`config.mk`:
```
export PLATFORM = sky130hd
export DESIGN_NAME = dsp_core
export DESIGN_NICKNAME = d
export VERILOG_FILES = /design/src/hdl/dsp_pkg.sv /design/src/hdl/dsp_fix_mem.sv /design/src/hdl/dsp_core.sv
export SDC_FILE = /design/constraint.sdc
export NUM_CORES = 2
export LEC_CHECK = 0
export ABC_AREA = 0
export BUFFER_PORTS_ARGS = -buffer_cell sky130_fd_sc_hd__buf_4
export CAP_MARGIN = 40
export CORE_UTILIZATION = 25
export DETAILED_ROUTE_END_ITERATION = 16
export SKIP_CTS_REPAIR_TIMING = 1
export SLEW_MARGIN = 10
export SYNTH_ARGS = -nofsm -noshare
export SYNTH_HDL_FRONTEND = slang
export SYNTH_SLANG_ARGS = --single-unit
export TNS_END_PERCENT = 50
```
`constraint.sdc`:
```
create_clock -name clk_sys -period 23.4 [get_ports clk_sys]
set_clock_uncertainty 0.2 [all_clocks]
set_input_delay 2.34 -clock clk_sys [delete_from_list [all_inputs] [get_ports clk_sys]]
set_output_delay 2.34 -clock clk_sys [all_outputs]
set_load 0.03 [all_outputs]
```
`src/hdl/dsp_pkg.sv`:
```
// Purpose: Shared constants and carriers for the direct setpoint positioner
// Assumes: Classic Wishbone, 32-bit data, byte addressed
// Notes: Offsets are word aligned
package dsp_pkg;
  // ****************************************
  // Register offsets
  // ****************************************
  localparam logic [7:0] OFS_CTRL = 8'h00;
  localparam logic [7:0] OFS_POS = 8'h04;
  localparam logic [7:0] OFS_VEL = 8'h08;
  localparam logic [7:0] OFS_OVR = 8'h0C;
  localparam logic [7:0] OFS_ADAPT = 8'h10;
  localparam logic [7:0] OFS_SRC = 8'h14;
  localparam logic [7:0] OFS_FIX_BASE = 8'h20;
  localparam logic [7:0] OFS_STATUS = 8'h30;
  localparam logic [7:0] OFS_TARGET = 8'h34;
  localparam logic [7:0] OFS_VCMD = 8'h38;
  localparam logic [7:0] OFS_PROF = 8'h3C;
  // ****************************************
  // Control bit positions
  // ****************************************
  localparam int B_ENABLE = 0;
  localparam int B_SETUP = 1;
  localparam int B_ISTOP_N = 2;
  localparam int B_DISCARD_N = 3;
  localparam int B_ABS = 4;
  localparam int B_DIR_POS = 6;
  localparam int B_DIR_NEG = 7;
  localparam int B_ACCEPT = 8;
  localparam int B_CONT = 9;
  localparam int B_REFERENCED = 10;
  // ****************************************
  // Reset values
  // ****************************************
  localparam logic [31:0] RST_CTRL = 32'h0000_000C;
  localparam logic [31:0] RST_OVR = 32'h0064_0064;
  localparam logic [7:0] RST_VOVR = 8'h64;
  localparam logic [7:0] PERCENT_FULL = 8'h64;
  // ****************************************
  // Mode adaptation digit codes
  // ****************************************
  localparam logic [3:0] ADAPT_ABS = 4'h0;
  localparam logic [3:0] ADAPT_REL = 4'h1;
  localparam logic [3:0] ADAPT_ROT_POS = 4'h2;
  localparam logic [3:0] ADAPT_ROT_NEG = 4'h3;

  typedef enum logic [3:0] {
    ST_IDLE = 4'b0001,
    ST_MOVE = 4'b0010,
    ST_HOLD = 4'b0100,
    ST_STOP = 4'b1000
  } dsp_state_e;

  typedef struct packed {
    logic enable;
    logic setup;
    logic istop_n;
    logic discard_n;
    logic absolute;
    logic dir_pos;
    logic dir_neg;
    logic accept;
    logic cont;
    logic referenced;
  } dsp_ctrl_s;

  typedef struct packed {
    logic [15:0] vel;
    logic [7:0] accel;
    logic [7:0] decel;
  } dsp_prof_s;
endpackage

```
`src/hdl/dsp_fix_mem.sv`:
```
// Purpose: Small store of the four fixed setpoint values
// Assumes: One write port and one registered read port
// Notes: Read data lags address by one clock
`timescale 1ns/1ns
module dsp_fix_mem #(
  parameter int WIDTH = 32,
  parameter int DEPTH = 4
) (
  // Clock and reset
  input wire logic clk_sys,
  input wire logic rstn,
  // Write port
  input wire logic we,
  input wire logic [$clog2(DEPTH)-1:0] waddr,
  input wire logic [WIDTH-1:0] wdata,
  // Read port
  input wire logic [$clog2(DEPTH)-1:0] raddr,
  output logic [WIDTH-1:0] rdata_ff
);
  logic [WIDTH-1:0] mem_ff [DEPTH];
  logic [WIDTH-1:0] nxt_rdata;

  always_comb begin
    nxt_rdata = mem_ff[raddr];
  end

  always_ff @(posedge clk_sys or negedge rstn) begin
    if (!rstn) begin
      rdata_ff <= '0;
    end else begin
      rdata_ff <= nxt_rdata;
    end
  end

  // Storage has no reset; software loads it before use
  always_ff @(posedge clk_sys) begin
    if (we) begin
      mem_ff[waddr] <= wdata;
    end
  end
endmodule

```
`src/hdl/dsp_core.sv`:
```
// Purpose: Direct setpoint command decoding for the positioner
// Assumes: Classic Wishbone slave, 125 MHz clk_sys
// Notes: Command decode only; no profile generator
// Operation
// Controller holds enable high throughout
// Mode bit picks positioning or set-up
// Set-up to positioning switch while moving
// Intermediate stop holds, job stays resumable
// Discard stops and kills the job
// Type bit: relative/absolute, absolute needs reference
// Set-up direction from bits six, seven
// Equal direction bits stop the axis
// Edge mode starts on accept rise
// Continuous mode tracks position setpoint
// Continuous mode forbids relative positioning
// Adaptation digit: 0 absolute, 1 relative
// Adaptation digit: 2/3 rotary direction
// Zero adaptation word uses control bits
// Overrides scale velocity and ramps
// Setpoints may source stored fixed values
// Accept edge from previous-cycle compare
//
// Implementation choices: the Wishbone slave port and the register addresses.
`timescale 1ns/1ns
module dsp_core (
  // Clock and reset
  input wire logic clk_sys,
  input wire logic rstn,
  // Wishbone slave
  input wire logic wb_cyc_i,
  input wire logic wb_stb_i,
  input wire logic wb_we_i,
  input wire logic [7:0] wb_adr_i,
  input wire logic [3:0] wb_sel_i,
  input wire logic [31:0] wb_dat_i,
  output logic [31:0] wb_dat_o,
  output logic wb_ack_o,
  output logic wb_err_o,
  // Motion command outputs
  output logic move_active,
  output logic [31:0] target_pos,
  output logic signed [31:0] vel_cmd,
  output logic [7:0] accel_cmd,
  output logic [7:0] decel_cmd,
  output logic start_pulse,
  output logic cmd_fault
);
  // ****************************************
  // Register file
  // ****************************************
  logic [31:0] ctrl_ff, nxt_ctrl;
  logic [31:0] pos_ff, nxt_pos;
  logic [31:0] vel_ff, nxt_vel;
  logic [31:0] ovr_ff, nxt_ovr;
  logic [15:0] adapt_ff, nxt_adapt;
  logic [3:0] src_ff, nxt_src;
  logic ack_ff, nxt_ack;
  logic err_ff, nxt_err;
  logic [31:0] rd_ff, nxt_rd;
  logic [31:0] wmask;
  logic req, hit_fix, mapped;
  logic [31:0] fix_q;
  logic [1:0] fix_idx;
  dsp_pkg::dsp_ctrl_s c;
  dsp_pkg::dsp_state_e st_ff, nxt_st;
  logic job_valid_ff, nxt_job_valid;

  assign req = wb_cyc_i && wb_stb_i && !ack_ff && !err_ff;
  assign hit_fix = wb_adr_i[7:4] == dsp_pkg::OFS_FIX_BASE[7:4];
  assign fix_idx = wb_adr_i[3:2];

  always_comb begin
    wmask = {{8{wb_sel_i[3]}}, {8{wb_sel_i[2]}},
             {8{wb_sel_i[1]}}, {8{wb_sel_i[0]}}};
    case (wb_adr_i)
      dsp_pkg::OFS_CTRL, dsp_pkg::OFS_POS, dsp_pkg::OFS_VEL,
      dsp_pkg::OFS_OVR, dsp_pkg::OFS_ADAPT, dsp_pkg::OFS_SRC,
      dsp_pkg::OFS_STATUS, dsp_pkg::OFS_TARGET, dsp_pkg::OFS_VCMD,
      dsp_pkg::OFS_PROF: mapped = 1'b1;
      default: mapped = hit_fix && wb_adr_i[1:0] == 2'h0;
    endcase
  end

  // Fixed setpoint store: position, velocity, accel, decel
  dsp_fix_mem #(.WIDTH(32), .DEPTH(4)) u_fix (
    .clk_sys(clk_sys),
    .rstn(rstn),
    .we(req && wb_we_i && hit_fix && mapped),
    .waddr(fix_idx),
    .wdata(wb_dat_i),
    .raddr(fix_idx),
    .rdata_ff(fix_q)
  );

  // Fixed-store reads need one wait state for the registered memory
  logic fix_wait_ff, nxt_fix_wait;

  always_comb begin
    nxt_ctrl = ctrl_ff;
    nxt_pos = pos_ff;
    nxt_vel = vel_ff;
    nxt_ovr = ovr_ff;
    nxt_adapt = adapt_ff;
    nxt_src = src_ff;
    nxt_ack = 1'b0;
    nxt_err = 1'b0;
    nxt_rd = rd_ff;
    nxt_fix_wait = 1'b0;
    if (req && !mapped) begin
      nxt_err = 1'b1;
    end else if (req && hit_fix && !wb_we_i && !fix_wait_ff) begin
      nxt_fix_wait = 1'b1;
    end else if (req) begin
      nxt_ack = 1'b1;
      if (wb_we_i) begin
        case (wb_adr_i)
          dsp_pkg::OFS_CTRL:
            nxt_ctrl = (ctrl_ff & ~wmask) | (wb_dat_i & wmask);
          dsp_pkg::OFS_POS: nxt_pos = (pos_ff & ~wmask) | (wb_dat_i & wmask);
          dsp_pkg::OFS_VEL: nxt_vel = (vel_ff & ~wmask) | (wb_dat_i & wmask);
          dsp_pkg::OFS_OVR: nxt_ovr = (ovr_ff & ~wmask) | (wb_dat_i & wmask);
          dsp_pkg::OFS_ADAPT:
            nxt_adapt = (adapt_ff & ~wmask[15:0]) |
                        (wb_dat_i[15:0] & wmask[15:0]);
          dsp_pkg::OFS_SRC:
            nxt_src = wb_sel_i[0] ? wb_dat_i[3:0] : src_ff;
          default: nxt_src = src_ff;
        endcase
      end else begin
        case (wb_adr_i)
          dsp_pkg::OFS_CTRL: nxt_rd = ctrl_ff;
          dsp_pkg::OFS_POS: nxt_rd = pos_ff;
          dsp_pkg::OFS_VEL: nxt_rd = vel_ff;
          dsp_pkg::OFS_OVR: nxt_rd = ovr_ff;
          dsp_pkg::OFS_ADAPT: nxt_rd = {16'h0000, adapt_ff};
          dsp_pkg::OFS_SRC: nxt_rd = {28'h0000000, src_ff};
          dsp_pkg::OFS_STATUS:
            nxt_rd = {24'h000000, 2'h0, cmd_fault, job_valid_ff, st_ff};
          dsp_pkg::OFS_TARGET: nxt_rd = target_pos;
          dsp_pkg::OFS_VCMD: nxt_rd = vel_cmd;
          dsp_pkg::OFS_PROF: nxt_rd = {16'h0000, accel_cmd, decel_cmd};
          default: nxt_rd = fix_q;
        endcase
      end
    end
  end

  // ****************************************
  // Setpoint sources and mode decode
  // ****************************************
  logic [31:0] pos_sel, vel_sel, ovr_sel;
  logic [31:0] fix_pos_ff, fix_vel_ff, fix_ovr_ff;
  logic [31:0] nxt_fix_pos, nxt_fix_vel, nxt_fix_ovr;
  logic [3:0] digit;
  logic absolute, rot_dir, rot_neg, edge_start, dir_stop, abs_ok;
  logic accept_q_ff, nxt_accept_q;

  // Shadow copies of the fixed store, captured on write
  always_comb begin
    nxt_fix_pos = fix_pos_ff;
    nxt_fix_vel = fix_vel_ff;
    nxt_fix_ovr = fix_ovr_ff;
    if (req && wb_we_i && hit_fix && mapped) begin
      case (fix_idx)
        2'h0: nxt_fix_pos = wb_dat_i;
        2'h1: nxt_fix_vel = wb_dat_i;
        2'h2: nxt_fix_ovr = {fix_ovr_ff[31:8], wb_dat_i[7:0]};
        default: nxt_fix_ovr = {fix_ovr_ff[31:24], wb_dat_i[7:0],
                                fix_ovr_ff[15:0]};
      endcase
    end
  end

  always_comb begin
    c = '{enable: ctrl_ff[dsp_pkg::B_ENABLE], setup: ctrl_ff[dsp_pkg::B_SETUP],
          istop_n: ctrl_ff[dsp_pkg::B_ISTOP_N],
          discard_n: ctrl_ff[dsp_pkg::B_DISCARD_N],
          absolute: ctrl_ff[dsp_pkg::B_ABS],
          dir_pos: ctrl_ff[dsp_pkg::B_DIR_POS],
          dir_neg: ctrl_ff[dsp_pkg::B_DIR_NEG],
          accept: ctrl_ff[dsp_pkg::B_ACCEPT], cont: ctrl_ff[dsp_pkg::B_CONT],
          referenced: ctrl_ff[dsp_pkg::B_REFERENCED]};
    pos_sel = src_ff[0] ? fix_pos_ff : pos_ff;
    vel_sel = src_ff[1] ? fix_vel_ff : vel_ff;
    ovr_sel = ovr_ff;
    if (src_ff[2]) ovr_sel[7:0] = fix_ovr_ff[7:0];
    if (src_ff[3]) ovr_sel[23:16] = fix_ovr_ff[23:16];
    digit = adapt_ff[7:4];
    rot_dir = 1'b0;
    rot_neg = 1'b0;
    if (adapt_ff == 16'h0000) begin
      absolute = c.absolute;
    end else begin
      absolute = digit != dsp_pkg::ADAPT_REL;
      rot_dir = digit == dsp_pkg::ADAPT_ROT_POS ||
                digit == dsp_pkg::ADAPT_ROT_NEG;
      rot_neg = digit == dsp_pkg::ADAPT_ROT_NEG;
    end
    abs_ok = !absolute || c.referenced;
    nxt_accept_q = c.accept;
    edge_start = c.accept && !accept_q_ff && !c.cont;
    dir_stop = c.dir_pos == c.dir_neg;
  end

  // ****************************************
  // Job state machine
  // ****************************************
  logic [31:0] tgt_ff, nxt_tgt;
  logic signed [31:0] vcmd_ff, nxt_vcmd;
  logic [7:0] acc_ff, nxt_acc, dec_ff, nxt_dec;
  logic start_ff, nxt_start, fault_ff, nxt_fault;
  logic [39:0] vprod;
  logic [15:0] aprod, dprod;
  logic [31:0] vscaled;

  always_comb begin
    // Overrides in percent of the profile
    vprod = 40'(vel_sel) * 40'(ovr_sel[15:8]);
    vscaled = 32'(vprod / 40'(dsp_pkg::PERCENT_FULL));
    aprod = 16'(ovr_sel[7:0]) * 16'(dsp_pkg::PERCENT_FULL);
    dprod = 16'(ovr_sel[23:16]) * 16'(dsp_pkg::PERCENT_FULL);
    nxt_acc = 8'(aprod / 16'(dsp_pkg::PERCENT_FULL));
    nxt_dec = 8'(dprod / 16'(dsp_pkg::PERCENT_FULL));
    nxt_st = st_ff;
    nxt_job_valid = job_valid_ff;
    nxt_tgt = tgt_ff;
    nxt_vcmd = 32'sh0000_0000;
    nxt_start = 1'b0;
    nxt_fault = 1'b0;
    // Continuous relative is refused and flagged
    if (c.cont && !absolute && !c.setup) nxt_fault = 1'b1;
    if (!abs_ok && !c.setup) nxt_fault = 1'b1;
    if (!c.enable || !c.discard_n) begin
      nxt_st = c.enable ? dsp_pkg::ST_STOP : dsp_pkg::ST_IDLE;
      nxt_job_valid = 1'b0;
    end else if (!c.istop_n) begin
      if (job_valid_ff) nxt_st = dsp_pkg::ST_HOLD;
    end else begin
      case (st_ff)
        dsp_pkg::ST_IDLE, dsp_pkg::ST_STOP: begin
          if (c.setup) begin
            nxt_st = dsp_pkg::ST_MOVE;
            nxt_job_valid = 1'b1;
          end else if ((edge_start || (c.cont && absolute))
                       && !nxt_fault) begin
            nxt_st = dsp_pkg::ST_MOVE;
            nxt_job_valid = 1'b1;
            nxt_start = edge_start;
            nxt_tgt = absolute ? pos_sel : 32'(tgt_ff + pos_sel);
          end
        end
        dsp_pkg::ST_HOLD: nxt_st = dsp_pkg::ST_MOVE;
        dsp_pkg::ST_MOVE: begin
          // Mode may drop to positioning with no stop
          if (!c.setup && (edge_start || c.cont) && !nxt_fault) begin
            nxt_start = edge_start;
            nxt_tgt = absolute ? pos_sel : 32'(tgt_ff + pos_sel);
          end
        end
        default: nxt_st = dsp_pkg::ST_IDLE;
      endcase
    end
    if (nxt_st == dsp_pkg::ST_MOVE) begin
      if (c.setup) begin
        // Bit 6 positive, bit 7 negative
        if (!dir_stop) begin
          nxt_vcmd = c.dir_neg ? -$signed(vscaled) : $signed(vscaled);
        end
      end else if (rot_dir) begin
        nxt_vcmd = rot_neg ? -$signed(vscaled) : $signed(vscaled);
      end else begin
        nxt_vcmd = $signed(vscaled);
      end
    end
  end

  always_ff @(posedge clk_sys or negedge rstn) begin
    if (!rstn) begin
      ctrl_ff <= dsp_pkg::RST_CTRL;
      pos_ff <= '0;
      vel_ff <= '0;
      ovr_ff <= dsp_pkg::RST_OVR;
      adapt_ff <= '0;
      src_ff <= '0;
      ack_ff <= 1'b0;
      err_ff <= 1'b0;
      rd_ff <= '0;
      fix_wait_ff <= 1'b0;
      fix_pos_ff <= '0;
      fix_vel_ff <= '0;
      fix_ovr_ff <= dsp_pkg::RST_OVR;
      accept_q_ff <= 1'b0;
      st_ff <= dsp_pkg::ST_IDLE;
      job_valid_ff <= 1'b0;
      tgt_ff <= '0;
      vcmd_ff <= '0;
      acc_ff <= '0;
      dec_ff <= '0;
      start_ff <= 1'b0;
      fault_ff <= 1'b0;
    end else begin
      ctrl_ff <= nxt_ctrl;
      pos_ff <= nxt_pos;
      vel_ff <= nxt_vel;
      ovr_ff <= nxt_ovr;
      adapt_ff <= nxt_adapt;
      src_ff <= nxt_src;
      ack_ff <= nxt_ack;
      err_ff <= nxt_err;
      rd_ff <= nxt_rd;
      fix_wait_ff <= nxt_fix_wait;
      fix_pos_ff <= nxt_fix_pos;
      fix_vel_ff <= nxt_fix_vel;
      fix_ovr_ff <= nxt_fix_ovr;
      accept_q_ff <= nxt_accept_q;
      st_ff <= nxt_st;
      job_valid_ff <= nxt_job_valid;
      tgt_ff <= nxt_tgt;
      vcmd_ff <= nxt_vcmd;
      acc_ff <= nxt_acc;
      dec_ff <= nxt_dec;
      start_ff <= nxt_start;
      fault_ff <= nxt_fault;
    end
  end

  assign wb_dat_o = rd_ff;
  assign wb_ack_o = ack_ff;
  assign wb_err_o = err_ff;
  // One-hot state: bit 1 is the MOVE flop, so no decode gate on the pin
  assign move_active = st_ff[1];
  assign target_pos = tgt_ff;
  assign vel_cmd = vcmd_ff;
  assign accel_cmd = acc_ff;
  assign decel_cmd = dec_ff;
  assign start_pulse = start_ff;
  assign cmd_fault = fault_ff;
endmodule

```
==> impl_metrics.json <==
{
  "drc": 0,
  "synth_edf_count": 128,
  "final_hold_viol_count": 0,
  "core_area_um2": 179000,
  "worstMarginPinSlew_ps": 1070,
  "syn_nets": 5134,
  "ys_warn_count": 0,
  "cts.sinks": 511,
  "stdcell_count": 8096,
  "finalInstanceArea_um2": 61700,
  "die_x_um": 428,
  "overflow": 0,
  "fp-row-count": 155,
  "crit_fanout": 8,
  "reg2reg_depth": 113,
  "synth_area_um2": 45300,
  "setup.worst_path.end_class": "flip-flop",
  "clkPwrFrac_pct": 45.3,
  "routedWlPerCell_um": 20.1,
  "clk_latency_ps": 660,
  "clock-root-buffer": "clkbuf_16",
  "synth.area.top_cells": "dfrtp_1 20%, edfxtp_1 8.5%, fa_1 8.3%",
  "fp.dieArea_um2": 183000,
  "synth_top_cell_by_area": "dfrtp_1",
  "die_h_um": 428,
  "fin_crit_sh_pct": 109,
  "antenna_found_initial": 10,
  "ioPinCount": 166,
  "grt_setup_unrepaired": "yes",
  "port_buffers": 165,
  "cp_data_arrival_time_ps": 25840,
  "maxCapViolCount": 0,
  "final_layout_size_suffix_gt1_share_pct": 37.4,
  "p_int_mw": 1.46,
  "pwr-share-seq_pct": 48.5,
  "busiest_layer": "met2",
  "vias": 41521,
  "crit_top_cell": "buf_4",
  "synth.top_cell.area_share_pct": 20.3,
  "use_met1_pct": 21.8,
  "worstPathRequired_ps": 23770,
  "drt_iter0_markers": 3122,
  "placed_cell_area_um2": 55900,
  "syn_inst": 4736,
  "first_pass_iters": 7,
  "critPathKind": "flip-flop to flip-flop",
  "max_freq_mhz": 39.3,
  "status": "finished with violations",
  "synth-seq-cells": 511,
  "ys_seq_area_share_pct": 29.7,
  "critPathMaxStageDelay_ps": 580,
  "power_frac_comb_pct": 6.2,
  "place_inst": 7876,
  "ys.flop_type": "dfrtp_1",
  "met3_usage_pct": 2.11,
  "power.leakage_nw": 26.8,
  "ir_drop_uv": 66.8,
  "setup_viol_count_final": 32,
  "violations": "setup timing",
  "synth.distinct_cells": 167,
  "start_util_pct": 25.3,
  "ant_nets": 0,
  "powerDensity_nw_per_um2": 31.5,
  "syn_to_final_growth_pct": 36.1,
  "htreeDepth": 2,
  "r2r_slack_ps": -2060,
  "slowest_stage": "a2111o_2",
  "grt_use_total_pct": 16.8,
  "viasPerCell": 5.13,
  "grt_pass1_wl_um": 245000,
  "grt_max_degree": 149,
  "period_needed_ps": 25460,
  "hold_path_class": "flip-flop to flip-flop",
  "start_kind": "flip-flop",
  "hold_ws_ps": 212,
  "maxSlewViolCount": 0,
  "slew_headroom_pct": 28.2,
  "async_flop_share_pct": 75.0,
  "tritoncts": "yes",
  "syn_area_per_cell_um2": 9.58,
  "layout.nets": 6092,
  "switchingPower_mw": 0.483,
  "setup_ws_ps": -2060,
  "dp_hpwl_um": 124000,
  "cts_buffers": 53,
  "switching_share_pct": 24.8,
  "hold_depth": 0,
  "clk_pin_slew_worst_paths_ps": 70,
  "drt-total-wl_um": 162000,
  "gr-usage-met2_pct": 28.1,
  "first_global_vias": 40748,
  "clock_path_buffers": 3,
  "gp_congestion": 0.943
}
## cell usage after synthesis (18+ instances only)
cell      instances
xor2_1           68
o211ai_1         49
nor2_1          325
and3_1           30
buf_2            19
nand4_1          32
nor2b_1         194
a22oi_1          37
clkbuf_1        112
dfrtp_1         368
o21ai_0         186
o31ai_1          22
mux2i_1          92
a22o_1           26
and2_1           52
o21a_1           48
o221ai_1         19
mux2_2          287
inv_1           295
a211oi_1         30
mux4_2           32
buf_4            39
fa_1            187
nor3_1           94
edfxtp_1        128
xnor2_1         182
a221oi_1         43
o21bai_1         39
ha_1            162
a31oi_1          65
o21ai_1          36
a21o_1           53
nor4_1           34
a222oi_1         18
nand3_1         105
nand2b_1         69
a21oi_1         260
nand2_1         350
or3_1            33
## power groups by stage
stage	Clock [mW]	Combinational (mW)	Sequential [mW]
2_1_floorplan	0	0.0333	0.974
3_3_place_gp	0	0.120	0.960
3_5_place_dp	0	0.121	0.960
4_1_cts	0.898	0.122	0.943
5_1_grt	0.930	0.128	0.944
6_report	0.881	0.120	0.943
## metrics by stage
stage	worst slack (ps)	utilization, %	setup TNS, ps	power, mW
3_5_place_dp	-3240	31.2	-91200	1.08
3_3_place_gp	-3100	31.1	-86000	1.08
6_report	-2060	34.4	-55340	1.94
2_1_floorplan	-1070	-	-16700	1.01
4_1_cts	-3300	32.2	-93560	1.96
5_1_grt	-2990	34.4	-86000	2.00
## layout by cell type (no fill, tap or decap), types with 161 or more instances in the layout
| cell type | count |
|---|---|
| fa_1 | 185 |
| mux2_2 | 280 |
| nor2b_1 | 180 |
| nor2_1 | 288 |
| buf_4 | 1015 |
| xnor2_1 | 161 |
| inv_1 | 293 |
| a21oi_1 | 215 |
| nand2_1 | 329 |
| dfrtp_1 | 367 |
## final cells by class
class                           instances  area, um2
Fill cell                           17991     118000
Multi-Input combinational cell       3729      33500
Sequential cell                       511      13500
Timing Repair Buffer                 1101       8890
Tap cell                             2355       2950
Clock buffer                           79       1490
Inverter                              298       1120
Clock inverter                         21        294
Antenna cell                            2       5.00
## per-layer routing
metal / share of wire (%) / routed length (um)
met5: 0 / 0
met4: 4.2 / 6810
met3: 4.9 / 7960
met2: 48 / 78100
met1: 43 / 69600
## kinds of logic (layout without fill, tap and decap cells)
group / Yosys count / after routing / synth area share (%)
AO/OA/AOI/OAI: 1255 / 1255 / 20.3
flip-flops: 511 / 511 / 29.7
multiplexers: 421 / 421 / 11.1
XOR/XNOR: 259 / 260 / 5.18
AND/OR/NAND/NOR: 1430 / 1431 / 16.0
other: 0 / 2 / 0
adder cells (fa/ha/maj): 362 / 362 / 13.0
buffers and inverters: 498 / 1499 / 4.72
## worst max-delay path, delay by kind of cell (launching register included)
kind	cells	cell delay (ps)
multiplexers	4	1240
flip-flops	1	550
XOR/XNOR	5	1080
AO/OA/AOI/OAI	53	11800
AND/OR/NAND/NOR	20	4330
buffers and inverters	25	3680
adder cells (fa/ha/maj)	6	2430
## worst paths after layout
check                                 startpoint                  endpoint
max in group asynchronous                   rstn     src_ff[1]$_DFFE_PN0P_
max                        src_ff[1]$_DFFE_PN0P_     vel_cmd[22]$_DFF_PN0_
min                                    flip-flop     accept_q_ff$_DFF_PN0_
min reg2reg                            flip-flop     accept_q_ff$_DFF_PN0_
min in group asynchronous                   rstn  wb_dat_o[23]$_DFFE_PN0P_
max reg2reg                src_ff[1]$_DFFE_PN0P_     vel_cmd[22]$_DFF_PN0_
No activity file was read; power rests on OpenSTA's default activity.
